### config.mk
export PLATFORM = sky130hd
export DESIGN_NAME = csu_top
export DESIGN_NICKNAME = d
export VERILOG_FILES = /design/src/rtl/csu_qphase.v /design/src/rtl/csu_top.v
export VERILOG_INCLUDE_DIRS = /design/src /design/src/rtl
export SDC_FILE = /design/constraint.sdc
export NUM_CORES = 1
export LEC_CHECK = 0
export BUFFER_PORTS_ARGS = -buffer_cell sky130_fd_sc_hd__buf_2
export CAP_MARGIN = 20
export CORE_MARGIN = 4
export CORE_UTILIZATION = 48
export CTS_CLUSTER_DIAMETER = 120
export DETAILED_ROUTE_END_ITERATION = 10
export PLACE_DENSITY = 0.73
export SYNTH_ARGS = -nofsm -noshare
export SYNTH_HDL_FRONTEND = slang
export SYNTH_SLANG_ARGS = --single-unit
### constraint.sdc
create_clock -name sys_clk -period 3.68 [get_ports sys_clk]
set_input_delay 0.736 -clock sys_clk [delete_from_list [all_inputs] [get_ports sys_clk]]
set_output_delay 0.736 -clock sys_clk [all_outputs]
set_load 0.005 [all_outputs]
### src/rtl/csu_defs.vh
// constants for the compare-and-skip unit
// assumes a 16-bit instruction word and an 8-bit data path
`ifndef CSU_DEFS_VH
`define CSU_DEFS_VH

// instruction fields: opcode in the upper seven bits, then bank bit and address byte
`define CSU_OPC_MSB        15
`define CSU_OPC_LSB        9
`define CSU_OPC_GT         7'h32
`define CSU_OPC_LT         7'h30
`define CSU_BANKSEL_BIT    8
`define CSU_FADDR_MSB      7
`define CSU_FADDR_LSB      0

// fixed access bank split
`define CSU_ACCESS_SPLIT   8'h80
`define CSU_ACCESS_LO_BANK 4'h0
`define CSU_ACCESS_HI_BANK 4'hF

// quarter phases of one instruction cycle
`define CSU_Q1             2'h0
`define CSU_Q2             2'h1
`define CSU_Q3             2'h2
`define CSU_Q4             2'h3

// no-operation cycles after a skip
`define CSU_SKIP_ONE       2'h1
`define CSU_SKIP_TWO       2'h2

`endif

### src/rtl/csu_qphase.v
// quarter-phase counter of the instruction cycle
// assumes one clock; rst_b synchronous, active low
`timescale 1ns/10ps
`include "csu_defs.vh"

module csu_qphase (
   input  wire       sys_clk,
   input  wire       rst_b,
   output reg  [1:0] phase_reg
);

   ////////////////////////////////////////////////////////////////////////////
   // four-phase count, wraps Q4 to Q1
   always @(posedge sys_clk) begin
      if (!rst_b) begin
         phase_reg <= `CSU_Q1;
      end else begin
         phase_reg <= phase_reg + 2'h1;
      end
   end

endmodule // csu_qphase

### src/rtl/csu_top.v
// compare-and-skip instruction decoder and executor
// assumes fetch, data memory and accumulator on the same sys_clk
// Operation
// - decode greater-than compare-skip: fixed upper seven bits, bank bit, address byte
// - decode less-than compare-skip: fixed upper seven bits, bank bit, address byte
// - unsigned subtract accumulator from byte; operands and flags untouched
// - greater variant: byte above accumulator discards fetched instruction, runs nop
// - less variant: byte below accumulator discards fetched instruction, runs nop
// - bank bit clear: address resolved in fixed access bank, bank pointer ignored
// - bank bit set: address resolved in bank held by bank pointer
// - one word; one cycle without skip, two cycles with skip
// - skipped two-word instruction: three cycles, both words become nop cycles
`timescale 1ns/10ps
`include "csu_defs.vh"

module csu_top (
   input  wire        sys_clk,
   input  wire        rst_b,
   input  wire [15:0] instr_word,
   input  wire        instr_valid,
   input  wire        next_is_two_word,
   input  wire [7:0]  accumulator_register,
   input  wire [3:0]  bank_pointer_register,
   input  wire [7:0]  mem_rd_data,
   output reg  [11:0] mem_rd_addr_reg,
   output reg         mem_rd_en_reg,
   output reg         flush_reg,
   output reg         nop_exec_reg,
   output reg         busy_reg,
   output reg         cmp_true_reg,
   output reg         done_reg
);

   localparam [1:0] ST_IDLE = 2'h0;
   localparam [1:0] ST_EXEC = 2'h1;
   localparam [1:0] ST_SKIP = 2'h2;

   wire [1:0]  phase;
   reg  [1:0]  state_reg;
   reg         op_gt_reg;
   reg  [7:0]  operand_reg;
   reg  [1:0]  skip_left_reg;
   wire [6:0]  opc;
   wire        is_gt;
   wire        is_lt;
   wire [7:0]  faddr;
   wire        banksel;
   reg  [3:0]  bank_sel;
   wire [8:0]  diff;
   wire        borrow;
   wire        nonzero;
   wire        cond_true;
   wire        at_q1;
   wire        at_q2;
   wire        at_q3;
   wire        at_q4;
   wire        start;
   wire        last_nop;

   // next values of the registers
   reg  [1:0]  state_next;
   reg         op_gt_next;
   reg  [7:0]  operand_next;
   reg  [1:0]  skip_left_next;
   reg  [11:0] mem_rd_addr_next;
   reg         mem_rd_en_next;
   reg         flush_next;
   reg         nop_exec_next;
   reg         busy_next;
   reg         cmp_true_next;
   reg         done_next;

   ////////////////////////////////////////////////////////////////////////////
   // phase source
   csu_qphase u_qphase (
      .sys_clk   (sys_clk),
      .rst_b     (rst_b),
      .phase_reg (phase)
   );

   ////////////////////////////////////////////////////////////////////////////
   // decode
   assign opc     = instr_word[`CSU_OPC_MSB:`CSU_OPC_LSB];
   assign is_gt   = (opc == `CSU_OPC_GT);
   assign is_lt   = (opc == `CSU_OPC_LT);
   assign faddr   = instr_word[`CSU_FADDR_MSB:`CSU_FADDR_LSB];
   assign banksel = instr_word[`CSU_BANKSEL_BIT];

   // bank resolution
   always @* begin
      if (banksel) begin
         bank_sel = bank_pointer_register;
      end else if (faddr < `CSU_ACCESS_SPLIT) begin
         bank_sel = `CSU_ACCESS_LO_BANK;
      end else begin
         bank_sel = `CSU_ACCESS_HI_BANK;
      end
   end

   ////////////////////////////////////////////////////////////////////////////
   // unsigned compare, nothing written back
   assign diff    = {1'b0, operand_reg} - {1'b0, accumulator_register};
   assign borrow  = diff[8];
   assign nonzero = (diff[7:0] != 8'h00);
   assign cond_true = op_gt_reg ? (!borrow && nonzero)
                                : borrow;

   ////////////////////////////////////////////////////////////////////////////
   // quarter strobes of the instruction cycle
   assign at_q1 = (phase == `CSU_Q1);
   assign at_q2 = (phase == `CSU_Q2);
   assign at_q3 = (phase == `CSU_Q3);
   assign at_q4 = (phase == `CSU_Q4);

   ////////////////////////////////////////////////////////////////////////////
   // accept a word only at the decode quarter of an idle cycle
   assign start    = (state_reg == ST_IDLE) && at_q1 && instr_valid
                     && (is_gt || is_lt);
   assign last_nop = (skip_left_reg == `CSU_SKIP_ONE);

   ////////////////////////////////////////////////////////////////////////////
   // next-state logic; words arriving while busy are ignored
   always @* begin
      state_next       = state_reg;
      op_gt_next       = op_gt_reg;
      operand_next     = operand_reg;
      skip_left_next   = skip_left_reg;
      mem_rd_addr_next = mem_rd_addr_reg;
      mem_rd_en_next   = 1'b0;
      flush_next       = 1'b0;
      nop_exec_next    = nop_exec_reg;
      busy_next        = busy_reg;
      cmp_true_next    = cmp_true_reg;
      done_next        = 1'b0;

      case (state_reg)
         ST_IDLE: begin
            // first quarter decodes, second reads the operand
            if (start) begin
               op_gt_next       = is_gt;
               mem_rd_addr_next = {bank_sel, faddr};
               mem_rd_en_next   = 1'b1;
               busy_next        = 1'b1;
               cmp_true_next    = 1'b0;
               state_next       = ST_EXEC;
            end
         end

         ST_EXEC: begin
            if (at_q2) begin
               operand_next = mem_rd_data;
            end else if (at_q3) begin
               cmp_true_next = cond_true;
            end else if (at_q4) begin
               // no write-back; skip decision leaves the cycle
               if (cmp_true_reg) begin
                  flush_next     = 1'b1;
                  nop_exec_next  = 1'b1;
                  skip_left_next = next_is_two_word ? `CSU_SKIP_TWO
                                                    : `CSU_SKIP_ONE;
                  state_next     = ST_SKIP;
               end else begin
                  busy_next  = 1'b0;
                  done_next  = 1'b1;
                  state_next = ST_IDLE;
               end
            end
         end

         ST_SKIP: begin
            // each nop cycle ends at its fourth quarter
            if (at_q4) begin
               if (last_nop) begin
                  nop_exec_next = 1'b0;
                  busy_next     = 1'b0;
                  done_next     = 1'b1;
                  cmp_true_next = 1'b0;
                  state_next    = ST_IDLE;
               end else begin
                  flush_next = 1'b1;
               end
               skip_left_next = skip_left_reg - 2'h1;
            end
         end

         default: begin
            state_next = ST_IDLE;
         end
      endcase
   end

   ////////////////////////////////////////////////////////////////////////////
   // state and output registers
   always @(posedge sys_clk) begin
      if (!rst_b) begin
         state_reg       <= ST_IDLE;
         op_gt_reg       <= 1'b0;
         operand_reg     <= 8'h00;
         skip_left_reg   <= 2'h0;
         mem_rd_addr_reg <= 12'h000;
         mem_rd_en_reg   <= 1'b0;
         flush_reg       <= 1'b0;
         nop_exec_reg    <= 1'b0;
         busy_reg        <= 1'b0;
         cmp_true_reg    <= 1'b0;
         done_reg        <= 1'b0;
      end else begin
         state_reg       <= state_next;
         op_gt_reg       <= op_gt_next;
         operand_reg     <= operand_next;
         skip_left_reg   <= skip_left_next;
         mem_rd_addr_reg <= mem_rd_addr_next;
         mem_rd_en_reg   <= mem_rd_en_next;
         flush_reg       <= flush_next;
         nop_exec_reg    <= nop_exec_next;
         busy_reg        <= busy_next;
         cmp_true_reg    <= cmp_true_next;
         done_reg        <= done_next;
      end
   end

endmodule // csu_top

=== Word-level counts from Yosys, hierarchy flattened ===
Index checks and enable logic that the tools add are counted.

* Register bits after elaboration: 33
* Output and inout bits: 18
* Logic and storage cells: 102

* $lt $le $gt $ge: 1
* Equal/unequal tests: 17
* Reductions and logical operators: 19
* $add $sub $neg: 3
* Multiplexer cells: 50

{| class="wikitable"
|+ Operator list
! kind !! number
|-
| 1-bit two-way mux || 28
|-
| 2-bit two-way mux || 13
|-
| 2-bit != test (second input constant) || 9
|-
| 6-bit AND reduction || 3
|-
| 7-bit by 6-bit == test with 1-bit output (second input constant) || 2
|-
| 8-bit by 8-bit subtractor with 9-bit output || 1
|-
| 8-bit < comparator (second input constant) || 1
|-
| 4-bit two-way mux || 2
|-
| 8-bit AND reduction || 1
|-
| 8-bit nonzero test || 1
|-
| 7-bit AND reduction || 1
|-
| 2-bit by 1-bit == test with 1-bit output (second input constant) || 3
|-
| 2-bit == test (second input constant) || 3
|-
| 1-bit one-hot mux with 2 select lines || 3
|-
| 1-bit one-hot mux with 3 select lines || 2
|-
| 2-bit one-hot mux with 3 select lines || 1
|-
| 2-bit AND reduction || 3
|-
| 1-bit logical AND || 4
|-
| 2-bit zero test || 2
|-
| 2-bit one-hot mux with 2 select lines || 1
|-
| 3-bit nonzero test || 1
|-
| 2-bit by 1-bit adder with 2-bit output (second input constant) || 1
|-
| 2-bit nonzero test || 1
|-
| 2-bit by 1-bit subtractor with 2-bit output (second input constant) || 1
|-
| 2 further kinds || 2
|}

=== Longest topological paths before layout ===
* Depth after elaboration: 7
* Mapped depth: 9
* Gate-level depth less buffers: 9

=== Modules after synthesis ===
Synthesis repeated with hierarchy kept, for this count alone.

* Cells, all modules: 203
* Area total of the unflattened synthesis: 1799.2 um^2

{| class="wikitable"
|+ By module, submodules not included
! module !! area each (um^2) !! cells each !! times used !! sequential area each (um^2)
|-
| csu_top || 1735.4 || 198 || 1 || 620.6
|-
| csu_qphase || 63.8 || 5 || 1 || 40.0
|}

=== Worst setup path after synthesis ===
OpenSTA, ideal clock, no wires.

* Path type: input port to flip-flop
* Start: in accumulator_register[0]
* End: reg cmp_true_reg
* Arrival: 2147 ps
* Data required time: 3557 ps
* Setup time: 123 ps
* Stages on the path: 8
* Setup slack: 1409 ps
* Path through: ha_1 fa_1 nor2b_1 o31a_1 o22ai_1 xnor2_1 nor4_1 o21ai_1

* Cells in the longest elaborated chain, start to end: 7
* Elaborated cells between the ends (all ways): 8

{| class="wikitable"
|+ Ends and longest elaborated chain
! what !! RTL line !! source
|-
| start: declaration || csu_top.v:22 || <nowiki>input wire [7:0] accumulator_register,</nowiki>
|-
| 8-bit by 8-bit subtractor with 9-bit output (*) || csu_top.v:102 || <nowiki>assign diff = {1'b0, operand_reg} - {1'b0, accumulator_register};</nowiki>
|-
| 8-bit nonzero test / 1-bit zero test (equally long branches) || csu_top.v:104, csu_top.v:105 ||
|-
| 1-bit logical AND || csu_top.v:105 || <nowiki>assign cond_true = op_gt_reg ? (!borrow && nonzero)</nowiki>
|-
| 1-bit two-way mux (*) || csu_top.v:105 ||
|-
| 1-bit two-way mux (*) || csu_top.v:152 || <nowiki>end else if (at_q3) begin</nowiki>
|-
| 1-bit two-way mux (*) || csu_top.v:150 || <nowiki>if (at_q2) begin</nowiki>
|-
| 1-bit one-hot mux with 3 select lines (*) || csu_top.v:136 || <nowiki>case (state_reg)</nowiki>
|-
| end signal: assignment || csu_top.v:217 || <nowiki>cmp_true_reg <= cmp_true_next;</nowiki>
|-
| end: declaration || csu_top.v:30 || <nowiki>output reg cmp_true_reg,</nowiki>
|}

Mark *: on every way between the ends. The rest lies on a longest branch, timed or not. The select of a mux whose other input is x is not followed.
A chain may end at the register's enable or synchronous reset.

=== Final worst setup path ===
Same ends and word-level chain as after synthesis.

==> metrics.txt <==
# TYPE chip_impl_metric gauge
chip_impl_info{name="run_status",value="completed"} 1
chip_impl_metric{name="final_critical_period",unit="ns"} 2.20
chip_impl_metric{name="p_switching",unit="W"} 0.000195
chip_impl_metric{name="synth-seq-area-share",unit=""} 0.355
chip_impl_info{name="grt_setup_unrepaired",value="false"} 1
chip_impl_metric{name="tritoncts.num_buffers",unit=""} 5
chip_impl_metric{name="cts_repair_resize_count",unit=""} 0
chip_impl_metric{name="first_pass_grt_wire_length",unit="mm"} 7.01
chip_impl_metric{name="finalCritPeriodShare",unit=""} 0.597
chip_impl_metric{name="power_switching_share",unit=""} 0.250
chip_impl_metric{name="post_synthesis_area_per_instance",unit="µm²"} 8.41
chip_impl_info{name="ys.flop_type",value="dfxtp_1"} 1
chip_impl_info{name="min_path_type",value="register to register"} 1
chip_impl_metric{name="share_comb_of_total_power",unit=""} 0.142
chip_impl_info{name="yosysMostFrequentCell",value="dfxtp_1"} 1
chip_impl_metric{name="finalInstanceArea",unit="µm²"} 2270
chip_impl_metric{name="drt_wl_total",unit="mm"} 4.00
chip_impl_metric{name="synthDistinctLibCells",unit=""} 45
chip_impl_metric{name="crit_fanout",unit=""} 3
chip_impl_metric{name="postSynthNetCount",unit=""} 279
chip_impl_metric{name="synth.cell_area",unit="µm²"} 1860
chip_impl_metric{name="final.setup.worst_slack",unit="ns"} 1.48
chip_impl_metric{name="largest_register_ffs",unit=""} 12
chip_impl_metric{name="core_area",unit="µm²"} 3690
chip_impl_metric{name="synth.ff_latch_count",unit=""} 33
chip_impl_metric{name="multi_input_comb_area",unit="µm²"} 1090
chip_impl_info{name="crit_path_end_kind",value="register"} 1
chip_impl_metric{name="drt_drc_violations_left",unit=""} 0
chip_impl_metric{name="drt-wirelength-per-cell",unit="µm"} 12.3
chip_impl_metric{name="layout.area.seq",unit="µm²"} 661
chip_impl_metric{name="slew_viol_final",unit=""} 0
chip_impl_info{name="startpoint_type",value="primary input"} 1
chip_impl_metric{name="vdd_drop_max",unit="V"} 0.000217
chip_impl_metric{name="area_growth_from_synthesis_to_final_layout",unit="%"} 22.3
chip_impl_metric{name="clock_power_frac",unit=""} 0.383
chip_impl_metric{name="power_density",unit="nW/µm²"} 342
chip_impl_metric{name="floorplan.rows",unit=""} 22
chip_impl_metric{name="hold_viol_final",unit=""} 0
chip_impl_metric{name="finalSetupViolCount",unit=""} 0
chip_impl_info{name="cts_root_buffer",value="clkbuf_8"} 1
chip_impl_metric{name="whs",unit="ns"} 0.448
chip_impl_metric{name="drv_cap",unit=""} 0
chip_impl_metric{name="remaining_overflow_grt",unit=""} 0
chip_impl_metric{name="grt_usage",unit=""} 0.173
chip_impl_metric{name="worst_skew_pair.late_latency",unit="ns"} 0.29
chip_impl_metric{name="io_pins",unit=""} 58
chip_impl_metric{name="register_share_of_total_power",unit=""} 0.475
chip_impl_metric{name="finalPower",unit="W"} 0.000779
chip_impl_metric{name="worst_slew_pin_slew",unit="ns"} 0.653
chip_impl_metric{name="num-nets-final",unit=""} 335
chip_impl_metric{name="number_of_flops_mapped_to_enable_cells_by_yosys",unit=""} 0
chip_impl_metric{name="grt_max_degree",unit=""} 22
chip_impl_metric{name="ant_nets",unit=""} 0
chip_impl_metric{name="ys_async_sr_fraction",unit=""} 0
chip_impl_metric{name="cts.sinks",unit=""} 33
chip_impl_info{name="critPathKind",value="primary input to register"} 1
chip_impl_metric{name="finalSetupTns",unit="ns"} 0
chip_impl_metric{name="die_h",unit="µm"} 70.2
chip_impl_info{name="tritoncts",value="built"} 1
chip_impl_info{name="netlist_top_cells_area",value="dfxtp_1, ha_1, a21oi_1"} 1
chip_impl_metric{name="worstPathArrival",unit="ns"} 2.37
chip_impl_metric{name="dp_hpwl",unit="mm"} 3.05
chip_impl_metric{name="fillerInstances",unit=""} 366
chip_impl_metric{name="layout-drive-gt1-share",unit=""} 0.255
chip_impl_metric{name="starting_density",unit=""} 0.504
chip_impl_metric{name="cts-hold-fix-buffers",unit=""} 0
chip_impl_metric{name="antenna-diode-count",unit=""} 0
chip_impl_metric{name="clk_pin_slew_worst_paths",unit="ns"} 0.07
chip_impl_metric{name="die_area",unit="µm²"} 4930
chip_impl_metric{name="post_synth_inst_count",unit=""} 221
chip_impl_metric{name="crit_required",unit="ns"} 3.85
chip_impl_metric{name="number_of_antenna_violations_at_the_first_check_in_global_routing",unit=""} 0
chip_impl_metric{name="via_to_cell_ratio",unit=""} 5.15
chip_impl_metric{name="timing.slew.headroom",unit=""} 0.564
chip_impl_metric{name="drt_first_iter_violations",unit=""} 63
chip_impl_metric{name="cts_htree_levels",unit=""} 2
chip_impl_metric{name="fin_skew",unit="ns"} 0.00735
chip_impl_metric{name="dpl-instance-area",unit="µm²"} 2170
chip_impl_metric{name="post_cts_buffers",unit=""} 0
chip_impl_info{name="synthTopCellsByCount",value="dfxtp_1, a21oi_1, inv_1"} 1
chip_impl_metric{name="power.leakage",unit="nW"} 1.04
chip_impl_info{name="yosys.area.top_type",value="dfxtp_1"} 1
chip_impl_metric{name="gp_congestion",unit=""} 0.749
chip_impl_metric{name="die-width",unit="µm"} 70.2
chip_impl_metric{name="clockBufferDepth",unit=""} 2
chip_impl_metric{name="io_buffers",unit=""} 57
chip_impl_metric{name="grt_pass1_vias",unit=""} 1595
chip_impl_metric{name="detailedRoute.firstPassIterationCount",unit=""} 4
chip_impl_metric{name="synthesis.yosys.warnings",unit=""} 0
chip_impl_metric{name="detailroute.via_count",unit=""} 1679
chip_impl_metric{name="internal-power",unit="W"} 0.000584
chip_impl_metric{name="preCtsSetupSlack",unit="ns"} 1.19
chip_impl_metric{name="netlist.area_leader.share",unit=""} 0.355
chip_impl_metric{name="maxClockFrequency",unit="MHz"} 455
-- worst paths after layout --
check	to	slack [ns]	start	depth (start not counted)
setup / recovery	cmp_true_reg	1.48	accumulator_register[0]	9
hold / removal	u_qphase.phase_reg[0]	0.45	u_qphase.phase_reg[0]	1
setup reg to reg	cmp_true_reg	1.64	operand_reg[0]	9
hold reg to reg	u_qphase.phase_reg[0]	0.45	u_qphase.phase_reg[0]	1
-- layout make-up --
| type | instances | area share |
|---|---|---|
| Multi-Input combinational cell | 159 | 0.479 |
| Sequential cell | 33 | 0.290 |
| Timing Repair Buffer | 57 | 0.125 |
| Clock buffer | 7 | 0.0424 |
| Inverter | 21 | 0.0347 |
| Tap cell | 48 | 0.0264 |
| Clock inverter | 1 | 0.00220 |
-- logic make-up (layout without fill, tap and decap cells) --
group	count (synthesis)	count (layout)	share of synthesized area
buf+inv	29	86	0.0592
xor+xnor	4	4	0.0188
compound gates	53	53	0.181
fa+ha+maj	18	18	0.125
mux	10	10	0.0545
flops	33	33	0.355
simple gates	74	74	0.206
-- critical path, cell delays in order --
cell and delay (ns):
buf_2 0.10, ha_1 0.20, fa_1 0.40, nor2b_1 0.21, o31a_1 0.17, o22ai_1 0.10
xnor2_1 0.13, nor4_1 0.22, o21ai_1 0.11
-- through the flow --
step / util / std cells
after floorplan: - / 221
after global placement: 0.589 / 318
after detailed placement: 0.589 / 318
after CTS: 0.617 / 326
after global routing: 0.617 / 326
final: 0.617 / 326
-- cells in the final DEF (no fill, tap or decap), types with 2 or more instances in the layout --
cell | Yosys | final
a211oi_1 | 4 | 4
dfxtp_1 | 33 | 33
or2_2 | 2 | 2
xor2_1 | 2 | 2
and2_1 | 4 | 4
nor3_1 | 3 | 3
nor2_1 | 19 | 19
a21oi_1 | 22 | 22
nand2_1 | 18 | 18
inv_1 | 21 | 21
o21ai_1 | 2 | 2
o21a_1 | 3 | 3
buf_2 | 1 | 57
nand3_1 | 10 | 10
ha_1 | 17 | 17
clkbuf_8 | 0 | 7
nor2b_1 | 7 | 7
o21ai_0 | 7 | 7
o211a_1 | 2 | 2
mux2i_1 | 9 | 9
xnor2_1 | 2 | 2
nand2b_1 | 3 | 3
-- layer usage --
metal / track usage / wire length, µm
met1: 0.221 / 1850
met2: 0.274 / 1830
met3: 0.0504 / 268
met4: 0.0638 / 56
met5: 0 / 0
-- power groups by stage --
stage               combinational [W]  clock (W)  sequential, W
finish                       0.000111   0.000299       0.000370
global route                 0.000126   0.000320       0.000371
CTS                          0.000112   0.000304       0.000370
detailed placement           0.000110          0       0.000378
global placement             0.000109          0       0.000377
floorplan                   0.0000724          0       0.000377
Power figures use the tool's default switching activity.
